$ cat src/verilog/cfag_defines.vh
// Constants of the configuration fuse access gate
//
// Contract
// - Four one-time fuses; a programmed fuse never returns to unprogrammed. Reset loads F7 into the fuse byte until the load cycle ANDs in fuse_nv.
// - Factory lock fuse leaves the factory programmed; other three start unprogrammed.
// - Fuses never affect user memory; only configuration memory is gated.
// - Fuse read: read command, parameter 01, address FF, length 00, one byte back.
// - In the fuse byte, 0 means programmed and 1 means unprogrammed.
// - Personalization F0, secret key F1, encryption F2, factory lock F3; F4-F7 reserved.
// - Default state: factory lock 0, others 1; least restrictive column applies.
// - Fuses are programmed only through the fuse-byte-write option of write command.
// - Order is encryption, secret key, personalization; out of order is refused.
// - Encryption fuse write: parameter 01, address 06, length 00, data 00.
// - Secret key fuse write: parameter 01, address 04, length 00, data 00.
// - Personalization fuse write last: parameter 01, address 00, length 00, data 00.
// - Successful fuse write answers acknowledge with fuse byte in status.
// - All three fuses programmed locks configuration: most restrictive column.
// - Access decided by register area, read or write, and fuse state.
// - Anticollision reads open; writes need transport password, forbidden after first stage fuse. 0A-0B writes open; 0C-0F writable until secret key fuse.
// - Cryptography reads open; writes need transport password until personalization fuse. Session key bytes are gated the same way for reads.
// - Transport-password access granted only after transport password validated.
// - Write-password access only to counters and passwords of the validated set.
`ifndef CFAG_DEFINES_VH
`define CFAG_DEFINES_VH
// Command fields
`define CFAG_OPT_FUSE 8'h01
`define CFAG_FUSE_ADDR 8'hff
`define CFAG_LEN_ONE 8'h00
`define CFAG_PROG_DATA 8'h00
`define CFAG_CRYPT_ADDR 8'h06
`define CFAG_KEY_ADDR 8'h04
`define CFAG_PERS_ADDR 8'h00
// Fuse byte bit positions
`define CFAG_BIT_PERS 0
`define CFAG_BIT_KEY 1
`define CFAG_BIT_CRYPT 2
`define CFAG_BIT_FACT 3
// Fuse reset value and reserved upper nibble
`define CFAG_FUSE_RESET 4'h7
`define CFAG_RSVD_BITS 4'hf
// Access codes
`define CFAG_ACC_OPEN 2'h0
`define CFAG_ACC_TPW 2'h1
`define CFAG_ACC_WPW 2'h2
`define CFAG_ACC_FORB 2'h3
// Fuse state columns
`define CFAG_COL_DEF 2'h0
`define CFAG_COL_CRYPT 2'h1
`define CFAG_COL_KEY 2'h2
`define CFAG_COL_LOCK 2'h3
// Configuration memory area bounds
`define CFAG_TEST_LO 8'h0a
`define CFAG_TEST_HI 8'h0b
`define CFAG_MAKER_LO 8'h0c
`define CFAG_ANTI_HI 8'h0f
`define CFAG_RO_HI 8'h17
`define CFAG_ACC_HI 8'h4f
`define CFAG_CRY_HI 8'h8f
`define CFAG_SECR_HI 8'haf
`define CFAG_PW_HI 8'hef
`define CFAG_PW_SET_OFS 3'h2
`endif

$ cat src/verilog/cfag_access_table.v
// Access code lookup for one configuration memory byte
`timescale 1ns/1ps
`include "cfag_defines.vh"
module cfag_access_table (
    input wire [7:0] addr, // Byte address in configuration memory
    input wire wr, // High for a write, low for a read
    input wire [1:0] col, // Fuse state column
    output reg [1:0] code, // Access code for this byte
    output reg pw_area // Byte lies in the password sets
);
    // Area, direction and fuse column give the access code
    always @* begin
        code = `CFAG_ACC_FORB;
        pw_area = 1'b0;
        if (addr <= `CFAG_ANTI_HI) begin
            if (addr >= `CFAG_TEST_LO && addr <= `CFAG_TEST_HI)
                code = `CFAG_ACC_OPEN;
            else if (addr >= `CFAG_MAKER_LO)
                code = !wr ? `CFAG_ACC_OPEN :
                       (col <= `CFAG_COL_CRYPT) ? `CFAG_ACC_TPW : `CFAG_ACC_FORB;
            else
                code = !wr ? `CFAG_ACC_OPEN :
                       (col == `CFAG_COL_DEF) ? `CFAG_ACC_TPW : `CFAG_ACC_FORB;
        end else if (addr <= `CFAG_RO_HI) begin
            code = wr ? `CFAG_ACC_FORB : `CFAG_ACC_OPEN;
        end else if (addr <= `CFAG_ACC_HI) begin
            code = !wr ? `CFAG_ACC_OPEN :
                   (col == `CFAG_COL_LOCK) ? `CFAG_ACC_FORB : `CFAG_ACC_TPW;
        end else if (addr <= `CFAG_CRY_HI) begin
            // Session keys sit in the upper half of each 16-byte group
            if (addr[3])
                code = (col == `CFAG_COL_LOCK) ? `CFAG_ACC_FORB : `CFAG_ACC_TPW;
            else
                code = !wr ? `CFAG_ACC_OPEN :
                       (col == `CFAG_COL_LOCK) ? `CFAG_ACC_FORB : `CFAG_ACC_TPW;
        end else if (addr <= `CFAG_SECR_HI) begin
            code = (col == `CFAG_COL_LOCK) ? `CFAG_ACC_FORB : `CFAG_ACC_TPW;
        end else if (addr <= `CFAG_PW_HI) begin
            pw_area = 1'b1;
            // Attempt counters read open at bytes 0 and 4 of a set
            if (!wr && addr[1:0] == 2'h0)
                code = `CFAG_ACC_OPEN;
            else
                code = (col == `CFAG_COL_LOCK) ? `CFAG_ACC_WPW : `CFAG_ACC_TPW;
        end
    end
endmodule // cfag_access_table

$ cat src/verilog/cfag_gate.v
// Security fuse holder and configuration access gate
`timescale 1ns/1ps
`include "cfag_defines.vh"
module cfag_gate (
    input wire ref_clk, // System clock, 20 MHz
    input wire rst, // Asynchronous reset, active high
    input wire cmd_valid, // System zone command present
    input wire cmd_write, // High: write command, low: read
    input wire [7:0] cmd_command_parameter, // Command parameter byte
    input wire [7:0] cmd_addr, // Command address byte
    input wire [7:0] cmd_len, // Length, bytes minus one
    input wire [7:0] cmd_data, // First data byte of a write
    output wire cmd_ready, // Gate accepts a command
    input wire tpw_ok, // Transport password validated
    input wire wpw_ok, // A set write password validated
    input wire [2:0] wpw_set, // Index of validated password set
    input wire [3:0] fuse_nv, // Fuse levels read from storage
    output reg fuse_prog, // Request to burn one fuse
    output reg [3:0] fuse_prog_mask, // One-hot fuse to burn
    input wire fuse_prog_done, // Storage finished burning
    output reg cfg_go, // Pass access to config memory
    output reg cfg_go_write, // Direction of passed access
    output reg [7:0] cfg_go_addr, // Start address of passed access
    output reg [7:0] cfg_go_len, // Length of passed access
    output reg rsp_valid, // Response present, one cycle
    output reg rsp_ack, // Acknowledge, else error
    output reg rsp_has_data, // Response carries a data byte
    output reg [7:0] rsp_data, // Data byte of the response
    output reg [7:0] rsp_status, // Status byte of the response
    output wire [7:0] security_fuse_byte, // Current fuse byte
    output wire cfg_locked // Configuration is locked
);
    // Controller states
    localparam ST_LOAD = 2'h0;
    localparam ST_IDLE = 2'h1;
    localparam ST_PROG = 2'h2;

    reg [1:0] state;
    reg [1:0] next_state;
    reg [3:0] fuses;
    reg [3:0] next_fuses;
    reg next_fuse_prog;
    reg [3:0] next_fuse_prog_mask;
    reg next_cfg_go;
    reg next_cfg_go_write;
    reg [7:0] next_cfg_go_addr;
    reg [7:0] next_cfg_go_len;
    reg next_rsp_valid;
    reg next_rsp_ack;
    reg next_rsp_has_data;
    reg [7:0] next_rsp_data;
    reg [7:0] next_rsp_status;

    wire [1:0] col;
    wire [8:0] last_sum;
    wire [7:0] last_addr;
    wire [1:0] code_first;
    wire [1:0] code_last;
    wire pw_first;
    wire pw_last;
    wire take;
    wire is_fuse_cmd;
    wire is_fuse_read;
    wire is_fuse_write;
    wire fuse_write_ok;
    wire [3:0] fuse_want;
    wire range_ok;
    wire grant;

    // Fuse byte with reserved upper nibble reading as ones
    assign security_fuse_byte = {`CFAG_RSVD_BITS, fuses};

    // Column from how far personalization has progressed
    function [1:0] fuse_column;
        input [3:0] f;
        begin
            if (!f[`CFAG_BIT_PERS])
                fuse_column = `CFAG_COL_LOCK;
            else if (!f[`CFAG_BIT_KEY])
                fuse_column = `CFAG_COL_KEY;
            else if (!f[`CFAG_BIT_CRYPT])
                fuse_column = `CFAG_COL_CRYPT;
            else
                fuse_column = `CFAG_COL_DEF;
        end
    endfunction

    // Whether one byte's access code is satisfied
    function code_granted;
        input [1:0] code;
        input pw_area;
        input [7:0] addr;
        input tpw;
        input wpw;
        input [2:0] wset;
        reg [2:0] set_idx;
        begin
            set_idx = addr[5:3] + `CFAG_PW_SET_OFS;
            case (code)
                `CFAG_ACC_OPEN: code_granted = 1'b1;
                `CFAG_ACC_TPW: code_granted = tpw;
                `CFAG_ACC_WPW: code_granted = wpw && pw_area && (set_idx == wset);
                default: code_granted = 1'b0;
            endcase
        end
    endfunction

    assign col = fuse_column(fuses);
    assign cfg_locked = (col == `CFAG_COL_LOCK);

    // Last byte of the access; a run past the top is refused
    assign last_sum = {1'b0, cmd_addr} + {1'b0, cmd_len};
    assign last_addr = last_sum[7:0];
    assign range_ok = !last_sum[8];

    // Table lookup for first and last byte of the access
    cfag_access_table u_first (
        .addr(cmd_addr),
        .wr(cmd_write),
        .col(col),
        .code(code_first),
        .pw_area(pw_first)
    );

    cfag_access_table u_last (
        .addr(last_addr),
        .wr(cmd_write),
        .col(col),
        .code(code_last),
        .pw_area(pw_last)
    );

    // Both ends of the access must pass the fuse-state table
    assign grant = range_ok &&
        code_granted(code_first, pw_first, cmd_addr, tpw_ok, wpw_ok, wpw_set) &&
        code_granted(code_last, pw_last, last_addr, tpw_ok, wpw_ok, wpw_set);

    // Command classification
    assign take = cmd_valid && cmd_ready;
    assign is_fuse_cmd = (cmd_command_parameter == `CFAG_OPT_FUSE);
    assign is_fuse_read = is_fuse_cmd && !cmd_write &&
        cmd_addr == `CFAG_FUSE_ADDR && cmd_len == `CFAG_LEN_ONE;
    assign is_fuse_write = is_fuse_cmd && cmd_write &&
        cmd_len == `CFAG_LEN_ONE && cmd_data == `CFAG_PROG_DATA;

    // Fuse named by the write address, one-hot
    assign fuse_want =
        (cmd_addr == `CFAG_CRYPT_ADDR) ? (4'h1 << `CFAG_BIT_CRYPT) :
        (cmd_addr == `CFAG_KEY_ADDR) ? (4'h1 << `CFAG_BIT_KEY) :
        (cmd_addr == `CFAG_PERS_ADDR) ? (4'h1 << `CFAG_BIT_PERS) :
        4'h0;

    // Only the next fuse in sequence may be burnt
    assign fuse_write_ok = is_fuse_write && (
        (col == `CFAG_COL_DEF && cmd_addr == `CFAG_CRYPT_ADDR) ||
        (col == `CFAG_COL_CRYPT && cmd_addr == `CFAG_KEY_ADDR) ||
        (col == `CFAG_COL_KEY && cmd_addr == `CFAG_PERS_ADDR));

    assign cmd_ready = (state == ST_IDLE);

    // Next-state and response logic
    always @* begin
        next_state = state;
        next_fuses = fuses;
        next_fuse_prog = fuse_prog;
        next_fuse_prog_mask = fuse_prog_mask;
        next_cfg_go = 1'b0;
        next_cfg_go_write = cfg_go_write;
        next_cfg_go_addr = cfg_go_addr;
        next_cfg_go_len = cfg_go_len;
        next_rsp_valid = 1'b0;
        next_rsp_ack = rsp_ack;
        next_rsp_has_data = rsp_has_data;
        next_rsp_data = rsp_data;
        next_rsp_status = rsp_status;
        case (state)
            ST_LOAD: begin
                // Stored levels may only add programmed fuses
                next_fuses = fuses & fuse_nv;
                next_state = ST_IDLE;
            end
            ST_IDLE: begin
                if (take) begin
                    next_rsp_has_data = 1'b0;
                    next_rsp_data = 8'h00;
                    next_rsp_status = security_fuse_byte;
                    if (is_fuse_read) begin
                        // Single byte answer with fuse levels
                        next_rsp_valid = 1'b1;
                        next_rsp_ack = 1'b1;
                        next_rsp_has_data = 1'b1;
                        next_rsp_data = security_fuse_byte;
                    end else if (fuse_write_ok) begin
                        next_fuse_prog = 1'b1;
                        next_fuse_prog_mask = fuse_want;
                        next_state = ST_PROG;
                    end else if (is_fuse_cmd) begin
                        // Malformed or out-of-order fuse command
                        next_rsp_valid = 1'b1;
                        next_rsp_ack = 1'b0;
                    end else if (grant) begin
                        // Hand the access to config memory
                        next_cfg_go = 1'b1;
                        next_cfg_go_write = cmd_write;
                        next_cfg_go_addr = cmd_addr;
                        next_cfg_go_len = cmd_len;
                        next_rsp_valid = 1'b1;
                        next_rsp_ack = 1'b1;
                    end else begin
                        next_rsp_valid = 1'b1;
                        next_rsp_ack = 1'b0;
                    end
                end
            end
            ST_PROG: begin
                if (fuse_prog_done) begin
                    // Burning only clears bits, never sets them
                    next_fuses = fuses & ~fuse_prog_mask;
                    next_fuse_prog = 1'b0;
                    next_fuse_prog_mask = 4'h0;
                    next_rsp_valid = 1'b1;
                    next_rsp_ack = 1'b1;
                    next_rsp_status = {`CFAG_RSVD_BITS, fuses & ~fuse_prog_mask};
                    next_state = ST_IDLE;
                end
            end
            default: begin
                next_state = ST_IDLE;
            end
        endcase
    end

    // State and output registers
    always @(posedge ref_clk or posedge rst) begin
        if (rst) begin
            state <= ST_LOAD;
            fuses <= `CFAG_FUSE_RESET;
            fuse_prog <= 1'b0;
            fuse_prog_mask <= 4'h0;
            cfg_go <= 1'b0;
            cfg_go_write <= 1'b0;
            cfg_go_addr <= 8'h00;
            cfg_go_len <= 8'h00;
            rsp_valid <= 1'b0;
            rsp_ack <= 1'b0;
            rsp_has_data <= 1'b0;
            rsp_data <= 8'h00;
            rsp_status <= 8'h00;
        end else begin
            state <= next_state;
            fuses <= next_fuses;
            fuse_prog <= next_fuse_prog;
            fuse_prog_mask <= next_fuse_prog_mask;
            cfg_go <= next_cfg_go;
            cfg_go_write <= next_cfg_go_write;
            cfg_go_addr <= next_cfg_go_addr;
            cfg_go_len <= next_cfg_go_len;
            rsp_valid <= next_rsp_valid;
            rsp_ack <= next_rsp_ack;
            rsp_has_data <= next_rsp_has_data;
            rsp_data <= next_rsp_data;
            rsp_status <= next_rsp_status;
        end
    end

    // User zone access never passes through this gate
endmodule // cfag_gate
$ cat config.mk
export PLATFORM = sky130hd
export DESIGN_NAME = cfag_gate
export DESIGN_NICKNAME = d
export VERILOG_FILES = /design/src/verilog/cfag_access_table.v /design/src/verilog/cfag_gate.v
export VERILOG_INCLUDE_DIRS = /design/src /design/src/verilog
export SDC_FILE = /design/constraint.sdc
export NUM_CORES = 1
export LEC_CHECK = 0
export CAP_MARGIN = 20
export CORE_ASPECT_RATIO = 1.4
export CORE_MARGIN = 2
export CORE_UTILIZATION = 50
export DETAILED_ROUTE_END_ITERATION = 12
export DONT_BUFFER_PORTS = 1
export RECOVER_POWER = 100
export REMOVE_ABC_BUFFERS = 1
export SLEW_MARGIN = 20
export SYNTH_ARGS = -nofsm -noshare
export SYNTH_HDL_FRONTEND = slang
export SYNTH_HIERARCHICAL = 1
export SYNTH_SLANG_ARGS = --single-unit
$ cat constraint.sdc
create_clock -name ref_clk -period 9.65 [get_ports ref_clk]
set_clock_uncertainty 0.05 [all_clocks]
set_input_delay 0.4825 -clock ref_clk [delete_from_list [all_inputs] [get_ports ref_clk]]
set_output_delay 0.4825 -clock ref_clk [all_outputs]
set_load 0.01 [all_outputs]
==> results.json, run 1 <==
{
  "status": "complete, but fails checks",
  "violations": "max-capacitance violations, max-slew violations",
  "max-slew-margin-rel": -0.9164,
  "endpoint_kind": "register",
  "first_iter_violations": 134,
  "synth-warning-count": 6,
  "cp-start-kind": "primary input",
  "worst_ep_arrival_time_ns": 5.93,
  "setup_viol": 0,
  "hold_viol": 0,
  "grt_max_degree": 41,
  "post-route-period-util": 0.6014,
  "wire_per_inst_um": 19.68,
  "path_cells": "ha_1, inv_1, fa_1, nand2b_1, a21oi_1, o21a_1, nor2_1, xnor2_1, nand2_1, a211oi_1, a211oi_1, a32o_1, nor3_1, a31oi_1, nor3_1, mux2_2",
  "start_util": 0.5091,
  "final_nets": 356,
  "cp_max_fo": 17,
  "fmax_ghz": 0.1723,
  "cts_htree_levels": 2,
  "period_needed_ns": 5.803,
  "clk_pin_slew_ns": 0.08,
  "grt_pass1_vias": 2119,
  "grt_pass1_wl_um": 11130,
  "crit_type": "primary input to register",
  "fp.dieH_um": 94.78,
  "area_growth_pct": 0.5528,
  "cp_slowest_stage_delay_ns": 2.14,
  "synth_edf_count": 0,
  "synth-seq-cells": 40,
  "ctsResizeCount": 0,
  "power_density_nw_per_um2": 181.5,
  "die-area_sq_um": 6524,
  "port-buffer-count": 0,
  "cp_slowest_cell": "nor3_1",
  "routed_wirelength_um": 7224,
  "root_buffer": "clkbuf_8",
  "rows": 33,
  "netlist_instances": 305,
  "dr.pass1.iters": 4,
  "antennaDiodeCount": 0,
  "synth_ff_type": "dfrtp_1",
  "rr_startpoint": "fuses[1]$_DFFE_PP1P_",
  "cts_hold_buf": 0,
  "worstPathRequired_ns": 9.78,
  "vdd_ir_drop_max_v": 0.00008631,
  "p_total_mw": 0.5371,
  "yosysUniqueCellTypes": 62,
  "drc": 0,
  "gp_congestion": 0.9194,
  "cts.sinks": 40,
  "ctsLongestPathBuffers": 2,
  "viasPerCell": 5.986,
  "grt_use_total": 0.2280,
  "synth-seq-area-share": 0.3414,
  "clkLatencyLatePin_ns": 0.30,
  "drive_gt1_frac": 0.1414,
  "worst_pin_slew_ns": 2.853,
  "crit_buf_inv": 1,
  "leakage_nw": 1.252,
  "crit_start": "cmd_addr[0]",
  "setup_tns_ns": 0,
  "die_x_um": 68.84,
  "cts_tree": "built",
  "rsz0062_at_grt": "false",
  "slew_viol_final": 59,
  "antenna_found_initial": 0,
  "coreArea_sq_um": 5781,
  "async_flop_share": 1.000,
  "postSynthAreaPerCell_sq_um": 9.649,
  "max_cap_violations": 2,
  "dp_hpwl_um": 5508,
  "drtAntennaViolNets": 0,
  "overflow": 0,
  "routed-via-count": 2197,
  "hold_class": "primary input to register",
  "post-cts-setup-buffers": 0,
  "netlist_area_sq_um": 2943,
  "critPathTopFamily": "simple AND/OR/NAND/NOR gates",
  "numCtsBuffers": 5,
  "min_from": "fuse_prog_done",
  "io_pins": 98
}
path summary, 6_finish.rpt:
path                       cells after the start  slack [ns]                         end
max                                           16        3.85    cfg_go_write$_DFFE_PP0P_
min                                            1        0.22        fuses[0]$_DFFE_PP1P_
max reg2reg                                   10        3.88    cfg_go_write$_DFFE_PP0P_
min reg2reg                                    2        0.50   rsp_status[1]$_DFFE_PP0P_
max in group asynchronous                      2        7.56  cfg_go_addr[4]$_DFFE_PP0P_
min in group asynchronous                      2        0.77     rsp_data[3]$_DFFE_PP0P_
through the flow:
stage	hold slack (ns)	util	setup slack, ns	cell area [sq um]	cells
5_1_grt	0.2108	0.5119	3.367	2959	367
3_3_place_gp	0.4649	0.4991	5.057	2885	359
6_report	0.2208	0.5119	3.847	2959	367
3_5_place_dp	0.4662	0.4991	4.901	2885	359
2_1_floorplan	0.4462	-	5.461	2790	288
4_1_cts	0.1339	0.5190	5.208	3000	367
worst reg2reg max path, delay by kind of cell, from the launching register on:
kind | cells | cell delay [ns]
AOI/OAI and AO/OA | 6 | 1.83
buffers and inverters | 1 | 0.10
DFF | 1 | 0.73
muxes | 1 | 0.48
and+or+nand+nor | 2 | 2.47
per-layer routing:
| layer | GRT usage | up-vias | share of wire | routed length (um) |
|---|---|---|---|---|
| met4 | 0.08333 | 0 | 0.020 | 141 |
| met1 | 0.2861 | 1056 | 0.41 | 2960 |
| met2 | 0.3758 | 69 | 0.51 | 3678 |
| met5 | 0 | - | 0 | 0 |
| li1 | - | 1061 | - | - |
| met3 | 0.05125 | 11 | 0.061 | 443 |
cell families (layout without fill, tap and decap cells):
family,count (synthesis),count (layout),share of synthesized area
buffers and inverters,33,22,0.07228
adders and majority gates,14,14,0.06208
muxes,19,19,0.08546
other,2,5,0.002552
xor gates and xnor gates,16,16,0.05782
DFF,40,40,0.3414
AOI/OAI and AO/OA,74,74,0.1786
and+or+nand+nor,107,107,0.1998
registers in the layout (all words and copies together) (netlist names):
register / flops
fuses: 4
cfg_go: 1
rsp_data: 5
fuse_prog: 1
rsp_status: 5
cfg_go_addr: 8
state: 2
rsp_ack: 1
cfg_go_len: 8
cfg_go_write: 1
fuse_prog_mask: 3
rsp_valid: 1
layout by cell type (no fill, tap or decap), types with 3 or more instances in the layout:
master and n:
clkbuf_8 5, a21oi_1 16, nor3_1 8, ha_1 13
a211oi_1 6, xor2_1 4, nand2_1 44, dfstp_1 3
a21o_1 3, mux2_2 9, nor4_1 4, dfrtp_1 37
mux2_4 10, inv_1 12, o211ai_1 3, o21ai_0 14
nand3_1 7, nor2b_1 3, conb_1 5, o21a_1 5
xnor2_1 10, nand2b_1 8, nor2_1 14, o21ai_1 3
layout make-up:
type                            count  area (sq um)
Clock buffer                        5         68.82
Multi-Input combinational cell    235          1699
Sequential cell                    40          1005
Fill cell                         558          2821
Inverter                           13         48.80
Clock inverter                      3         46.29
Tap cell                           70         87.58
Timing Repair Buffer                1         3.754
Yosys cell counts, types with 3 or more instances:
library cell / number / area share
nand2_1: 44 / 0.056
dfrtp_1: 37 / 0.31
a21oi_1: 16 / 0.027
buf_4: 15 / 0.038
o21ai_0: 14 / 0.024
ha_1: 13 / 0.055
inv_1: 13 / 0.017
nor2_1: 13 / 0.017
mux2_4: 10 / 0.051
xnor2_1: 10 / 0.030
mux2_2: 9 / 0.034
nand2b_1: 8 / 0.017
nor3_1: 7 / 0.012
a211oi_1: 6 / 0.015
nand3_1: 6 / 0.010
o21a_1: 5 / 0.013
nor4_1: 4 / 0.0085
xor2_1: 4 / 0.012
dfstp_2: 3 / 0.027
nor2_2: 3 / 0.0064
nor2b_1: 3 / 0.0064
o211ai_1: 3 / 0.0077
o21ai_1: 3 / 0.0051
power by group:
part,switching (mW),internal [mW],total (mW)
Sequential,0.0491,0.206,0.255
Combinational,0.0617,0.0795,0.141
Clock,0.0627,0.0779,0.141
No activity file was read; power rests on OpenSTA's default activity.
==> run 2: changes to the inputs <==
- ABC_AREA: not set -> 1
- PLACE_DENSITY: not set -> 0.68
- clock period: 9.65 -> 5 ns (I/O delays scaled with it)
==> results.json, run 2 <==
{
  "crit_type": "register to register",
  "yosysMostFrequentCell": "nand2_1",
  "viasPerCell": 5.508,
  "period_needed_ns": 3.804,
  "first_iter_violations": 119,
  "hold_viol": 0,
  "worst_ep_arrival_time_ns": 3.93,
  "post-route-period-util": 0.7608,
  "fmax_ghz": 0.2629,
  "p_total_mw": 1.072,
  "synth_mux_area_frac": 0,
  "worst_pin_slew_ns": 1.410,
  "nFillCells": 613,
  "setup_tns_ns": 0,
  "leakage_nw": 1.686,
  "place_inst": 489,
  "synth-seq-area-share": 0.3267,
  "clkLatencyLatePin_ns": 0.29,
  "fin_ws_ns": 1.196,
  "clk_pin_slew_ns": 0.08,
  "netlist_area_sq_um": 3075,
  "rsz0062_at_grt": "false",
  "root_buffer": "clkbuf_8",
  "dp_hpwl_um": 6306,
  "drive_gt1_frac": 0.1168,
  "wire_per_inst_um": 15.70,
  "cts_htree_levels": 2,
  "area_growth_pct": 2.766,
  "path_cells": "inv_1, a21oi_1, inv_1, nand2_1, nor2_1, nand2_1, a22oi_1, nand2_1, nand2_1, nand2_1, nand2_1, inv_1, nand2_1, a211oi_1, nand2_1, a21oi_4, nand3_1, nand2_1, nand2_1",
  "cp_slowest_stage_delay_ns": 0.70,
  "dp_slack_ns": 1.514,
  "rows": 33,
  "cts.sinks": 40,
  "synth_ff_type": "dfrtp_1",
  "synth_fa_ha_area_frac": 0.05940,
  "yosys-top-cells-area": "dfrtp_1, nand2_1, inv_1",
  "yosysUniqueCellTypes": 42,
  "postSynthAreaPerCell_sq_um": 7.086,
  "hold_class": "primary input to register",
  "design_area_sq_um": 3161,
  "cp_slowest_cell": "nand3_1",
  "final_cell_mix": "nand2_1, inv_1, nor2_1",
  "synth_compound_area_frac": 0.09601,
  "dr.pass1.iters": 4,
  "routed_wirelength_um": 7820,
  "grt_use_total": 0.2417,
  "vdd_ir_drop_max_v": 0.0001677,
  "ctsLongestPathBuffers": 2,
  "max_cap_violations": 0,
  "synth-warning-count": 6,
  "synthXorXnorAreaFrac": 0.008544,
  "die-area_sq_um": 6803,
  "path_common_cell": "nand2_1",
  "yosys.area_share.simple": 0.3918,
  "port-buffer-count": 0,
  "worstPathRequired_ns": 5.12,
  "start_util": 0.5209,
  "slew_viol_final": 0,
  "die_x_um": 70.29,
  "synth-seq-cells": 40,
  "numCtsBuffers": 5,
  "grt_pass1_vias": 2785,
  "max-slew-margin-rel": 0.06009,
  "synth_edf_count": 0,
  "cts_tree": "built",
  "power_density_nw_per_um2": 339.3,
  "grt_max_degree": 28,
  "synth_top_family_by_area": "simple AND/OR/NAND/NOR gates",
  "drc": 0,
  "top_regs": "cfg_go_addr x8, cfg_go_len x8",
  "layout_commonest_cell": "nand2_1",
  "async_flop_share": 1.000,
  "netlist_instances": 434,
  "drtAntennaViolNets": 0,
  "grt_pass1_wl_um": 13340,
  "coreArea_sq_um": 5904,
  "final_nets": 487,
  "synth_top_cell_by_area": "dfrtp_1",
  "synthTopCellsByCount": "nand2_1, inv_1, nor2_1",
  "fp.dieH_um": 96.80,
  "overflow": 0,
  "cp-start-kind": "register",
  "gp_congestion": 0.9522,
  "final_core_util": 0.5353,
  "synthDominantCellAreaShare": 0.3011,
  "routed-via-count": 2743,
  "antennaDiodeCount": 0,
  "dpl_cell_area_sq_um": 3045,
  "regArea_sq_um": 1005,
  "status": "complete, no violations",
  "whs_ns": 0.05148,
  "multi_input_area_sq_um": 1715,
  "io_pins": 98,
  "antenna_found_initial": 0,
  "endpoint_kind": "register",
  "cp_max_fo": 19,
  "fin_cells": 498,
  "setup_viol": 0
}
## run 2: layout make-up
| cell class | count | share of cell area |
|---|---|---|
| Multi-Input combinational cell | 320 | 0.5428 |
| Inverter | 58 | 0.06888 |
| Clock inverter | 2 | 0.01227 |
| Clock buffer | 6 | 0.02613 |
| Timing Repair Buffer | 2 | 0.004355 |
| Sequential cell | 40 | 0.3179 |
| Tap cell | 70 | 0.02771 |
## run 2: routing by layer
layer,track usage,up-vias,part of all wire
met3,0.05417,20,0.074
met5,0,-,0
met1,0.2753,1248,0.37
met4,0.1095,0,0.036
met2,0.4224,100,0.52
li1,-,1375,-
## run 2: critical path: cells and delay by family (launching register included)
family                 cells  cell delay, ns
buffers and inverters      3            0.40
flip-flops                 1            0.67
AND/OR/NAND/NOR           12            1.66
AO/OA/AOI/OAI              4            0.91
## run 2: final timing paths
path,end,startpoint,cells after the start,slack (ns)
worst max-delay path,cfg_go_addr[2]$_DFFE_PP0P_,fuses[0]$_DFFE_PP1P_,19,1.20
worst min-delay path,fuses[3]$_DFFE_PP0P_,fuse_nv[3],2,0.05
worst max register to register,cfg_go_addr[2]$_DFFE_PP0P_,fuses[0]$_DFFE_PP1P_,19,1.20
worst min register to register,state[1]$_DFFE_PP0P_,state[1]$_DFFE_PP0P_,2,0.48
max in group asynchronous,rsp_status[2]$_DFFE_PP0P_,rst,3,2.85
min in group asynchronous,cfg_go_addr[1]$_DFFE_PP0P_,rst,2,0.37
## run 2: cell families after synthesis
kind of cell / after synthesis
AOI/OAI and AO/OA: 46
xor gates and xnor gates: 3
adders and majority gates: 14
buffers and inverters: 77
DFF: 40
other: 2
and+or+nand+nor: 252
## run 2: power breakdown
group          leakage, nW  switching [mW]  internal (mW)  total [mW]
combinational         1.12           0.224          0.107       0.332
sequential           0.508          0.0785          0.386       0.465
clock               0.0614           0.113          0.163       0.276
## run 2: repair_timing
item                      in CTS  in global routing
hold buffers                   1                  0
hold endpoints to repair      13                  0
buffers inserted               0                  0
resized for setup              0                  0
